[config.mk]
export PLATFORM = sky130hd
export DESIGN_NAME = rmc_mode_handler
export DESIGN_NICKNAME = d
export VERILOG_FILES = /design/src/rmc_pkg.sv /design/src/rmc_txen_cell.sv /design/src/rmc_mode_handler.sv
export SDC_FILE = /design/constraint.sdc
export NUM_CORES = 1
export LEC_CHECK = 0
export BUFFER_PORTS_ARGS = -buffer_cell sky130_fd_sc_hd__buf_2
export CORE_UTILIZATION = 55
export CTS_CLUSTER_DIAMETER = 80
export DETAILED_ROUTE_END_ITERATION = 6
export MAX_ROUTING_LAYER = met4
export PLACE_DENSITY = 0.86
export SKIP_LAST_GASP = 1
export SLEW_MARGIN = 10
export SYNTH_ARGS = -nofsm -noshare
export SYNTH_HDL_FRONTEND = slang
export SYNTH_HIERARCHICAL = 1
export SYNTH_SLANG_ARGS = --single-unit
[constraint.sdc]
create_clock -name pclk -period 7.4 [get_ports pclk]
set_clock_uncertainty 0.2 [all_clocks]
set_input_delay 1.85 -clock pclk [delete_from_list [all_inputs] [get_ports pclk]]
set_output_delay 1.85 -clock pclk [all_outputs]
set_load 0.01 [all_outputs]
[src/rmc_pkg.sv]
// Shared constants and types for the mode-command handler
package rmc_pkg;

  // Command word field positions
  localparam int ADDR_HI = 15;
  localparam int ADDR_LO = 11;
  localparam int SA_HI = 9;
  localparam int SA_LO = 5;
  localparam int MC_HI = 4;
  localparam int MC_LO = 0;

  // Subaddress values that mark a mode command, and broadcast address
  localparam logic [4:0] SA_MODE_LO = 5'h00;
  localparam logic [4:0] SA_MODE_HI = 5'h1f;
  localparam logic [4:0] BCAST_ADDR = 5'h1f;

  // Mode codes handled here
  localparam logic [4:0] MC_TX_SHUT = 5'h04;
  localparam logic [4:0] MC_TX_OVR = 5'h05;
  localparam logic [4:0] MC_INH_TF = 5'h06;
  localparam logic [4:0] MC_OVR_INH = 5'h07;
  localparam logic [4:0] MC_RESET = 5'h08;
  localparam logic [4:0] MC_RSV_LO = 5'h09;
  localparam logic [4:0] MC_RSV_HI = 5'h0f;
  localparam logic [4:0] MC_VECTOR = 5'h10;
  localparam logic [4:0] MC_SYNC_DW = 5'h11;
  localparam logic [4:0] MC_LAST_CMD = 5'h12;
  localparam logic [4:0] MC_BIT_WORD = 5'h13;
  localparam logic [4:0] MC_SEL_SHUT = 5'h14;
  localparam logic [4:0] MC_SEL_OVR = 5'h15;

  // Register byte offsets
  localparam logic [7:0] OFF_CTRL = 8'h00;
  localparam logic [7:0] OFF_STAT = 8'h04;
  localparam logic [7:0] OFF_LASTCMD = 8'h08;
  localparam logic [7:0] OFF_BITWORD = 8'h0c;
  localparam logic [7:0] OFF_VECTOR = 8'h10;

  // Control bits and reset values
  localparam int CTRL_EN_BIT = 0;
  localparam int CTRL_DUAL_BIT = 1;
  localparam logic [1:0] CTRL_RST = 2'h3;
  localparam logic [15:0] WORD_RST = 16'h0000;

  // Status register field positions
  localparam int STAT_INH_BIT = 0;
  localparam int STAT_BUSY_BIT = 1;
  localparam int STAT_TXEN_LO = 8;

  // Handler sequencing states
  typedef enum logic [1:0] {
    ST_IDLE,
    ST_WAIT_DW,
    ST_RESP,
    ST_RST_WAIT
  } rmc_state_t;

endpackage : rmc_pkg

[src/rmc_txen_cell.sv]
`timescale 1ns/1ps
// One transmitter enable flag for one redundant bus
module rmc_txen_cell (
  // Clock and reset
  input wire logic pclk,
  input wire logic presetn,
  // Requests for this bus
  input wire logic term_rst,
  input wire logic shut,
  input wire logic ovr,
  // Enable state
  output logic en
);

  // Reset re-enables and wins over shutdown; shutdown wins over override
  always_ff @(posedge pclk or negedge presetn) begin
    if (!presetn) begin
      en <= 1'b1;
    end else if (term_rst) begin
      en <= 1'b1;
    end else if (shut) begin
      en <= 1'b0;
    end else if (ovr) begin
      en <= 1'b1;
    end
  end

endmodule : rmc_txen_cell

[src/rmc_mode_handler.sv]
`timescale 1ns/1ps
// Mode-command handler for codes 00100 to 10101 of a remote terminal
// Summary of operation
// Inhibit code forces terminal flag to zero
// Override-inhibit restores live flag, then status
// Reset only after status word finished sending
// Reset accepted addressed or broadcast
// Reserved codes never sent by controller
// Vector code sends status plus vector word
// Vector code never broadcast by controller
// Sync-with-data takes data word, then status
// Last-command code returns previous command bits
// Last-command leaves stored status word unchanged
// BIT code sends status plus BIT word
// Last-command and status codes keep BIT word
// BIT code never broadcast by controller
// BIT word holds own interface faults only
// Selected shutdown disables bus named in data
// Selected override re-enables bus named in data
// Ignore requests aimed at the receiving bus
// Always answer status after transmitter commands
// Dual shutdown disables the other bus
// Dual override re-enables the other bus
// Transmitter commands accepted addressed or broadcast
// Code 10101 is selected override
// Address 31 means broadcast
// Broadcast executes but suppresses status
// Inhibit persists until override or reset
// One enable per bus; reset enables all
module rmc_mode_handler #(
  parameter int NBUS = 4,
  parameter int BUS_W = 2
) (
  // APB slave
  input wire logic pclk,
  input wire logic presetn,
  input wire logic psel,
  input wire logic penable,
  input wire logic pwrite,
  input wire logic [7:0] paddr,
  input wire logic [31:0] pwdata,
  output logic [31:0] prdata,
  output logic pready,
  output logic pslverr,
  // Validated words from the decoder
  input wire logic [4:0] own_addr,
  input wire logic cmd_valid,
  input wire logic [15:0] cmd_word,
  input wire logic [BUS_W-1:0] rx_bus,
  input wire logic dw_valid,
  input wire logic [15:0] dw_word,
  // Own interface hardware test results
  input wire logic bit_load,
  input wire logic [15:0] bit_iface_fault,
  input wire logic term_fault,
  // Response path to the encoder
  output logic rsp_status_req,
  output logic rsp_has_data,
  output logic [15:0] rsp_data,
  input wire logic rsp_done,
  // Effects on the rest of the terminal
  output logic term_flag,
  output logic status_hold,
  output logic rt_reset,
  output logic sync_pulse,
  output logic [15:0] sync_data,
  output logic [NBUS-1:0] tx_enable
);

  rmc_pkg::rmc_state_t state_r;
  logic [1:0] ctrl_r;
  logic inhibit_r;
  logic [15:0] last_cmd_r;
  logic [15:0] bit_word_r;
  logic [15:0] vector_r;
  logic [4:0] pend_mc_r;
  logic [BUS_W-1:0] pend_bus_r;
  logic pend_bcast_r;
  logic [NBUS-1:0] shut_vec;
  logic [NBUS-1:0] ovr_vec;
  logic term_rst;

  // Command decode
  logic [4:0] c_addr;
  logic [4:0] c_sa;
  logic [4:0] c_mc;
  logic c_bcast;
  logic c_mine;
  logic c_mode;
  logic c_take;
  assign c_addr = cmd_word[rmc_pkg::ADDR_HI:rmc_pkg::ADDR_LO];
  assign c_sa = cmd_word[rmc_pkg::SA_HI:rmc_pkg::SA_LO];
  assign c_mc = cmd_word[rmc_pkg::MC_HI:rmc_pkg::MC_LO];
  assign c_bcast = (c_addr == rmc_pkg::BCAST_ADDR);
  assign c_mine = c_bcast || (c_addr == own_addr);
  assign c_mode = (c_sa == rmc_pkg::SA_MODE_LO) ||
                  (c_sa == rmc_pkg::SA_MODE_HI);
  assign c_take = cmd_valid && c_mine && ctrl_r[rmc_pkg::CTRL_EN_BIT]
                  && (state_r == rmc_pkg::ST_IDLE);

  // Codes sent back with a data word must be individually addressed
  logic c_tx_dw;
  assign c_tx_dw = (c_mc == rmc_pkg::MC_VECTOR) ||
                   (c_mc == rmc_pkg::MC_LAST_CMD) ||
                   (c_mc == rmc_pkg::MC_BIT_WORD);

  // Code is one this block acts on
  logic c_known;
  always_comb begin
    c_known = 1'b0;
    case (c_mc)
      rmc_pkg::MC_TX_SHUT,
      rmc_pkg::MC_TX_OVR: c_known = ctrl_r[rmc_pkg::CTRL_DUAL_BIT];
      rmc_pkg::MC_INH_TF,
      rmc_pkg::MC_OVR_INH,
      rmc_pkg::MC_RESET,
      rmc_pkg::MC_SYNC_DW,
      rmc_pkg::MC_SEL_SHUT,
      rmc_pkg::MC_SEL_OVR: c_known = 1'b1;
      rmc_pkg::MC_VECTOR,
      rmc_pkg::MC_LAST_CMD,
      rmc_pkg::MC_BIT_WORD: c_known = !c_bcast;
      default: c_known = 1'b0; // Reserved codes are not acted on
    endcase
  end

  logic c_act;
  logic c_needs_dw;
  assign c_act = c_take && c_mode && c_known;
  assign c_needs_dw = (c_mc == rmc_pkg::MC_SYNC_DW) ||
                      (c_mc == rmc_pkg::MC_SEL_SHUT) ||
                      (c_mc == rmc_pkg::MC_SEL_OVR);

  // Commands that finish now, and commands finishing on their data word
  logic now_go;
  logic dw_go;
  logic go;
  logic [4:0] go_mc;
  logic go_bcast;
  logic [BUS_W-1:0] go_bus;
  assign now_go = c_act && !c_needs_dw;
  assign dw_go = (state_r == rmc_pkg::ST_WAIT_DW) && dw_valid;
  assign go = now_go || dw_go;
  assign go_mc = dw_go ? pend_mc_r : c_mc;
  assign go_bcast = dw_go ? pend_bcast_r : c_bcast;
  assign go_bus = dw_go ? pend_bus_r : rx_bus;

  // Sequencing of each accepted mode command
  always_ff @(posedge pclk or negedge presetn) begin
    if (!presetn) begin
      state_r <= rmc_pkg::ST_IDLE;
    end else begin
      case (state_r)
        rmc_pkg::ST_IDLE: begin
          if (c_act && c_needs_dw) begin
            state_r <= rmc_pkg::ST_WAIT_DW;
          end else if (now_go && c_bcast && c_mc == rmc_pkg::MC_RESET) begin
            state_r <= rmc_pkg::ST_IDLE;
          end else if (now_go && !c_bcast) begin
            state_r <= (c_mc == rmc_pkg::MC_RESET) ?
                       rmc_pkg::ST_RST_WAIT : rmc_pkg::ST_RESP;
          end
        end
        rmc_pkg::ST_WAIT_DW: begin
          // A new command aborts a message whose data word never came
          if (dw_valid) begin
            state_r <= pend_bcast_r ? rmc_pkg::ST_IDLE : rmc_pkg::ST_RESP;
          end else if (cmd_valid) begin
            state_r <= rmc_pkg::ST_IDLE;
          end
        end
        rmc_pkg::ST_RESP: begin
          if (rsp_done) begin
            state_r <= rmc_pkg::ST_IDLE;
          end
        end
        rmc_pkg::ST_RST_WAIT: begin
          if (rsp_done) begin
            state_r <= rmc_pkg::ST_IDLE;
          end
        end
        default: state_r <= rmc_pkg::ST_IDLE;
      endcase
    end
  end

  // Context held while the data word is awaited
  always_ff @(posedge pclk or negedge presetn) begin
    if (!presetn) begin
      pend_mc_r <= 5'h00;
      pend_bus_r <= '0;
      pend_bcast_r <= 1'b0;
    end else if (c_act && c_needs_dw) begin
      pend_mc_r <= c_mc;
      pend_bus_r <= rx_bus;
      pend_bcast_r <= c_bcast;
    end
  end

  // Terminal reset: broadcast at once, addressed after the status word
  assign term_rst = (now_go && c_bcast && c_mc == rmc_pkg::MC_RESET) ||
                    (state_r == rmc_pkg::ST_RST_WAIT && rsp_done);
  always_ff @(posedge pclk or negedge presetn) begin
    if (!presetn) begin
      rt_reset <= 1'b0;
    end else begin
      rt_reset <= term_rst;
    end
  end

  // Response request; broadcast never answers
  always_ff @(posedge pclk or negedge presetn) begin
    if (!presetn) begin
      rsp_status_req <= 1'b0;
      rsp_has_data <= 1'b0;
      rsp_data <= rmc_pkg::WORD_RST;
    end else begin
      rsp_status_req <= go && !go_bcast;
      if (go && !go_bcast) begin
        rsp_has_data <= 1'b0;
        case (go_mc)
          rmc_pkg::MC_VECTOR: begin
            rsp_has_data <= 1'b1;
            rsp_data <= vector_r;
          end
          rmc_pkg::MC_LAST_CMD: begin
            rsp_has_data <= 1'b1;
            rsp_data <= last_cmd_r;
          end
          rmc_pkg::MC_BIT_WORD: begin
            rsp_has_data <= 1'b1;
            rsp_data <= bit_word_r;
          end
          default: rsp_data <= rsp_data;
        endcase
      end else if (rsp_done) begin
        rsp_has_data <= 1'b0;
      end
    end
  end

  // Last command excludes the last-command code itself
  always_ff @(posedge pclk or negedge presetn) begin
    if (!presetn) begin
      last_cmd_r <= rmc_pkg::WORD_RST;
    end else if (term_rst) begin
      last_cmd_r <= rmc_pkg::WORD_RST;
    end else if (c_take &&
                 !(c_mode && c_mc == rmc_pkg::MC_LAST_CMD)) begin
      last_cmd_r <= cmd_word;
    end
  end

  // Freeze the status word while the last command is reported
  always_ff @(posedge pclk or negedge presetn) begin
    if (!presetn) begin
      status_hold <= 1'b0;
    end else if (now_go && c_mc == rmc_pkg::MC_LAST_CMD) begin
      status_hold <= 1'b1;
    end else if (rsp_done) begin
      status_hold <= 1'b0;
    end
  end

  // Only interface-hardware results load; no command touches it
  always_ff @(posedge pclk or negedge presetn) begin
    if (!presetn) begin
      bit_word_r <= rmc_pkg::WORD_RST;
    end else if (bit_load) begin
      bit_word_r <= bit_iface_fault;
    end
  end

  // Inhibit flag persists across messages
  always_ff @(posedge pclk or negedge presetn) begin
    if (!presetn) begin
      inhibit_r <= 1'b0;
    end else if (term_rst) begin
      inhibit_r <= 1'b0;
    end else if (go && go_mc == rmc_pkg::MC_INH_TF) begin
      inhibit_r <= 1'b1;
    end else if (go && go_mc == rmc_pkg::MC_OVR_INH) begin
      inhibit_r <= 1'b0;
    end
  end

  // Registered flag so the status word sees a clean level
  always_ff @(posedge pclk or negedge presetn) begin
    if (!presetn) begin
      term_flag <= 1'b0;
    end else begin
      term_flag <= term_fault && !inhibit_r;
    end
  end

  // Synchronize with data word
  always_ff @(posedge pclk or negedge presetn) begin
    if (!presetn) begin
      sync_pulse <= 1'b0;
      sync_data <= rmc_pkg::WORD_RST;
    end else begin
      sync_pulse <= dw_go && pend_mc_r == rmc_pkg::MC_SYNC_DW;
      if (dw_go && pend_mc_r == rmc_pkg::MC_SYNC_DW) begin
        sync_data <= dw_word;
      end
    end
  end

  // Target bus: partner bus for the dual codes, else the data word names it
  logic [BUS_W-1:0] tgt_bus;
  logic tgt_ok;
  assign tgt_bus = dw_go ? dw_word[BUS_W-1:0] :
                   (go_bus ^ {{(BUS_W-1){1'b0}}, 1'b1});
  assign tgt_ok = (tgt_bus != go_bus);

  logic do_shut;
  logic do_ovr;
  assign do_shut = go && tgt_ok && (go_mc == rmc_pkg::MC_TX_SHUT ||
                   go_mc == rmc_pkg::MC_SEL_SHUT);
  assign do_ovr = go && tgt_ok && (go_mc == rmc_pkg::MC_TX_OVR ||
                  go_mc == rmc_pkg::MC_SEL_OVR);

  // One enable flag per bus
  genvar gi;
  generate
    for (gi = 0; gi < NBUS; gi++) begin : g_txen
      assign shut_vec[gi] = do_shut && (tgt_bus == BUS_W'(gi));
      assign ovr_vec[gi] = do_ovr && (tgt_bus == BUS_W'(gi));
      rmc_txen_cell u_cell (
        .pclk(pclk),
        .presetn(presetn),
        .term_rst(term_rst),
        .shut(shut_vec[gi]),
        .ovr(ovr_vec[gi]),
        .en(tx_enable[gi])
      );
    end
  endgenerate

  // APB slave: zero wait, error on unmapped offsets
  logic apb_wr;
  logic hit;
  assign apb_wr = psel && penable && pwrite;
  assign pready = 1'b1;
  always_comb begin
    hit = 1'b1;
    prdata = 32'h0000_0000;
    case (paddr)
      rmc_pkg::OFF_CTRL: prdata = {30'h0, ctrl_r};
      rmc_pkg::OFF_STAT: begin
        prdata[rmc_pkg::STAT_INH_BIT] = inhibit_r;
        prdata[rmc_pkg::STAT_BUSY_BIT] = (state_r != rmc_pkg::ST_IDLE);
        prdata[rmc_pkg::STAT_TXEN_LO +: NBUS] = tx_enable;
      end
      rmc_pkg::OFF_LASTCMD: prdata = {16'h0, last_cmd_r};
      rmc_pkg::OFF_BITWORD: prdata = {16'h0, bit_word_r};
      rmc_pkg::OFF_VECTOR: prdata = {16'h0, vector_r};
      default: hit = 1'b0;
    endcase
  end
  assign pslverr = psel && penable && !hit;

  // Software-writable control and service vector
  always_ff @(posedge pclk or negedge presetn) begin
    if (!presetn) begin
      ctrl_r <= rmc_pkg::CTRL_RST;
      vector_r <= rmc_pkg::WORD_RST;
    end else if (apb_wr && paddr == rmc_pkg::OFF_CTRL) begin
      ctrl_r <= pwdata[1:0];
    end else if (apb_wr && paddr == rmc_pkg::OFF_VECTOR) begin
      vector_r <= pwdata[15:0];
    end
  end

endmodule : rmc_mode_handler

==> results.sh <==
export IMPL_layout_drive_gt1_share_pct=43.8
export IMPL_wl_um=13300
export IMPL_grt_pass1_wl_um=21400
export IMPL_async_flop_share_pct=100
export IMPL_synth_top_cell_area_share_pct=44.6
export IMPL_crit_type="input pin to output port"
export IMPL_cts_repair_resized=0
export IMPL_fin_crit_sh_pct=81.3
export IMPL_timing_hold_ws_ns=0.277
export IMPL_num_antenna_cells=0
export IMPL_area_growth_pct=17.2
export IMPL_period_minus_slack_ns=6.02
export IMPL_drv_slew=0
export IMPL_gp_congestion=0.881
export IMPL_synthFlopType="dfrtp_1"
export IMPL_die_area_mm2=0.0103
export IMPL_synth_seq_area_share_pct=47.5
export IMPL_p_per_area_mw_per_mm2=158
export IMPL_path_depth=7
export IMPL_startpoint_type="input pin"
export IMPL_cp_max_fo=16
export IMPL_num_vias=4467
export IMPL_wl_per_cell_um=17.5
export IMPL_antenna_found_initial=0
export IMPL_arrival_ns=3.97
export IMPL_ys_types=56
export IMPL_first_pass_iters=7
export IMPL_worst_slack_ns=1.38
export IMPL_critPathBufInv=2
export IMPL_setup_viol=0
export IMPL_worstPathCellList="buf_2 > or3_1 > nor4_1 > and3_1 > a22oi_1 > nand4_1 > buf_2"
export IMPL_yosysTopAreaCell="dfrtp_1"
export IMPL_ir_drop_mv=0.102
export IMPL_outcome="complete, but fails checks"
export IMPL_cp_slowest_stage_delay_ns=0.77
export IMPL_fmax_ghz=0.166
export IMPL_hold_path_class="register to register"
export IMPL_hold_buffers=0
export IMPL_drtIter0Drc=496
export IMPL_p_leak_nw=3.36
export IMPL_rr_startpoint="ctrl_r[0]"
export IMPL_fin_nets=734
export IMPL_crit_path_end_kind="output port"
export IMPL_finalSetupTns_ns=0
export IMPL_ff2ff_setup_slack_ns=4.14
export IMPL_synth_area_leaders="dfrtp_1 45%, mux2_2 16%, nand2_1 4.7%, dfstp_2 2.9%, a222oi_1 2.8%"
export IMPL_synth_avg_cell_area_um2=11.0
export IMPL_die_w_um=101
export IMPL_numCtsBuffers=9
export IMPL_clk_pin_slew_ns=0.10
export IMPL_drc_errors=1
export IMPL_synth_edff_count=0
export IMPL_reg2reg_to="g_txen[0].u_cell/en"
export IMPL_io_pins=181
export IMPL_violations="DRC"
export IMPL_power_mw=1.01
export IMPL_ys_ff_latch=103
export IMPL_dpl_hpwl_um=9460
export IMPL_fillers=706
export IMPL_antenna_left=0
export IMPL_cts_tree="yes"
export IMPL_critPathTopFamily="simple AND/OR/NAND/NOR gates"
export IMPL_dp_cells=747
export IMPL_pre_cts_ws_ns=1.44
export IMPL_port_buffers=147
export IMPL_rows=35
export IMPL_rsz0062_at_grt="no"
export IMPL_grt_ovfl_total=0
export IMPL_ctsLongestPathBuffers=2
export IMPL_max_slew_margin_pct=26.1
export IMPL_cp_common_cell="buf_2"
export IMPL_clockRootBuffer="clkbuf_8"
export IMPL_r2r_cells=7
export IMPL_grt_pass1_vias=4403
export IMPL_htreeDepth=3
export IMPL_required_ns=5.35
export IMPL_die_h_um=101
export IMPL_finalNonFillerCells=763
export IMPL_track_usage_pct=27.8
export IMPL_finalHoldViolations=0
export IMPL_synth_warnings=6
export IMPL_tightest_slew_ns=1.11
export IMPL_slowest_stage="and3_1"
export IMPL_viasPerCell=5.85
export IMPL_multi_input_area_mm2=0.00261
export IMPL_post_cts_setup_buffers=0
export IMPL_core_area_mm2=0.00942
export IMPL_startpoint="paddr[5]"
export IMPL_clock_sinks=103
export IMPL_worstSetupEndpoint="prdata[1]"
export IMPL_start_util_pct=57.8
export IMPL_grt_max_degree=87
export IMPL_register_area_mm2=0.00258
export IMPL_netlist_area_mm2=0.00544
export IMPL_hp_start="sync_data[13]"
export IMPL_clkLatencyLatePin_ns=0.37
export IMPL_drv_cap=0
export IMPL_syn_inst=495
layer usage:
layer  wire, um  vias up  part of all wire (%)  track usage [%]
met5          0        -                     0                -
met4        459        0                   3.4             10.0
met3        880       38                   6.6             5.38
met2       6410      213                    48             44.7
met1       5570     2163                    42             35.2
li1           -     2053                     -                -
per-stage QoR:
| stage | cell area, um^2 | utilization [%] |
|---|---|---|
| final | 6380 | 67.7 |
| after global routing | 6380 | 67.7 |
| after CTS | 6380 | 67.7 |
| after detailed placement | 6200 | 65.8 |
| after global placement | 6200 | 65.8 |
| after floorplan | 5500 | - |
synth_stat cells (all sizes together) (2+ instances only):
master and number:
dfrtp 97, mux2 89, nand2 68, buf 28, o21ai 22, nand3 19
clkbuf 17, a211oi 16, a222oi 15, inv 15, nor2 10, nor3 10
dfstp 6, nand4 6, nor4 6, nor2b 5, o21bai 5, and3 4
mux2i 4, or2 4, xnor2 4, a41o 3, and3b 3, nand2b 3
nand3b 3, or3 3, xor2 3, a22oi 2, a31oi 2, a41oi 2
conb 2, nand4bb 2, nor3b 2, nor4b 2, o2bb2ai 2, o41ai 2
final cells by class:
type | count | share of cell area [%]
multi-input combinational | 347 | 41.0
sequential | 103 | 40.5
timing repair buffer | 153 | 12.3
tap | 129 | 2.53
clock buffer | 9 | 1.94
clock inverter | 7 | 0.883
inverter | 15 | 0.883
cells by family after synthesis:
group | share of synthesized area [%]
and+or+nand+nor | 14.6
DFF | 47.5
muxes | 19.9
AOI/OAI and AO/OA | 11.1
buffers and inverters | 5.68
xor gates and xnor gates | 1.13
other | 0.138
how the worst min path moves through the flow:
stage,end,cells after the start
5_1_grt,sync_data[5],2
2_1_floorplan,term_flag,1
3_5_place_dp,sync_data[15],2
3_3_place_gp,sync_data[10],2
4_1_cts,sync_data[13],2
6_report,sync_data[13],2
power breakdown:
part / switching [mW] / internal, mW / total (mW)
Combinational: 0.0498 / 0.0437 / 0.0936
Clock: 0.203 / 0.127 / 0.330
Sequential: 0.00840 / 0.574 / 0.583
Total: 0.261 / 0.745 / 1.01
sequential cells by signal (all words and copies together), names as in the netlist, 2 cells and up:
signal,flops
bit_word_r,16
last_cmd_r,16
rsp_data,16
sync_data,16
vector_r,16
pend_mc_r,5
g_txen.u_cell/en,4
ctrl_r,2
pend_bus_r,2
state_r,2
worst reg2reg max path: stages, from the launching register on:
cell,delay (ns)
dfstp_2,0.58
nand4bb_1,0.22
or3_1,0.41
o32a_1,0.52
nor4_2,0.66
buf_4,0.30
or2_2,0.18
o21bai_2,0.13
placed cells by master, fill, tap and decap left out, types with 3 or more instances in the layout:
| master | instances |
|---|---|
| buf_2 | 146 |
| dfrtp_1 | 97 |
| mux2_2 | 79 |
| nand2_1 | 68 |
| o21ai_0 | 21 |
| nand3_1 | 19 |
| conb_1 | 17 |
| a211oi_1 | 16 |
| a222oi_1 | 15 |
| inv_1 | 15 |
| nor2_1 | 10 |
| nor3_1 | 10 |
| mux2_4 | 10 |
| clkbuf_8 | 9 |
| buf_4 | 7 |
| dfstp_2 | 6 |
| nor4_1 | 5 |
| nand4_1 | 5 |
| nor2b_1 | 5 |
| and3_1 | 4 |
| or2_2 | 4 |
| xnor2_1 | 4 |
| o21bai_2 | 4 |
| and3b_1 | 3 |
| nand3b_1 | 3 |
| nand2b_1 | 3 |
| mux2i_1 | 3 |
| a41o_1 | 3 |
| xor2_1 | 3 |
(Power assumes the default switching activity.)
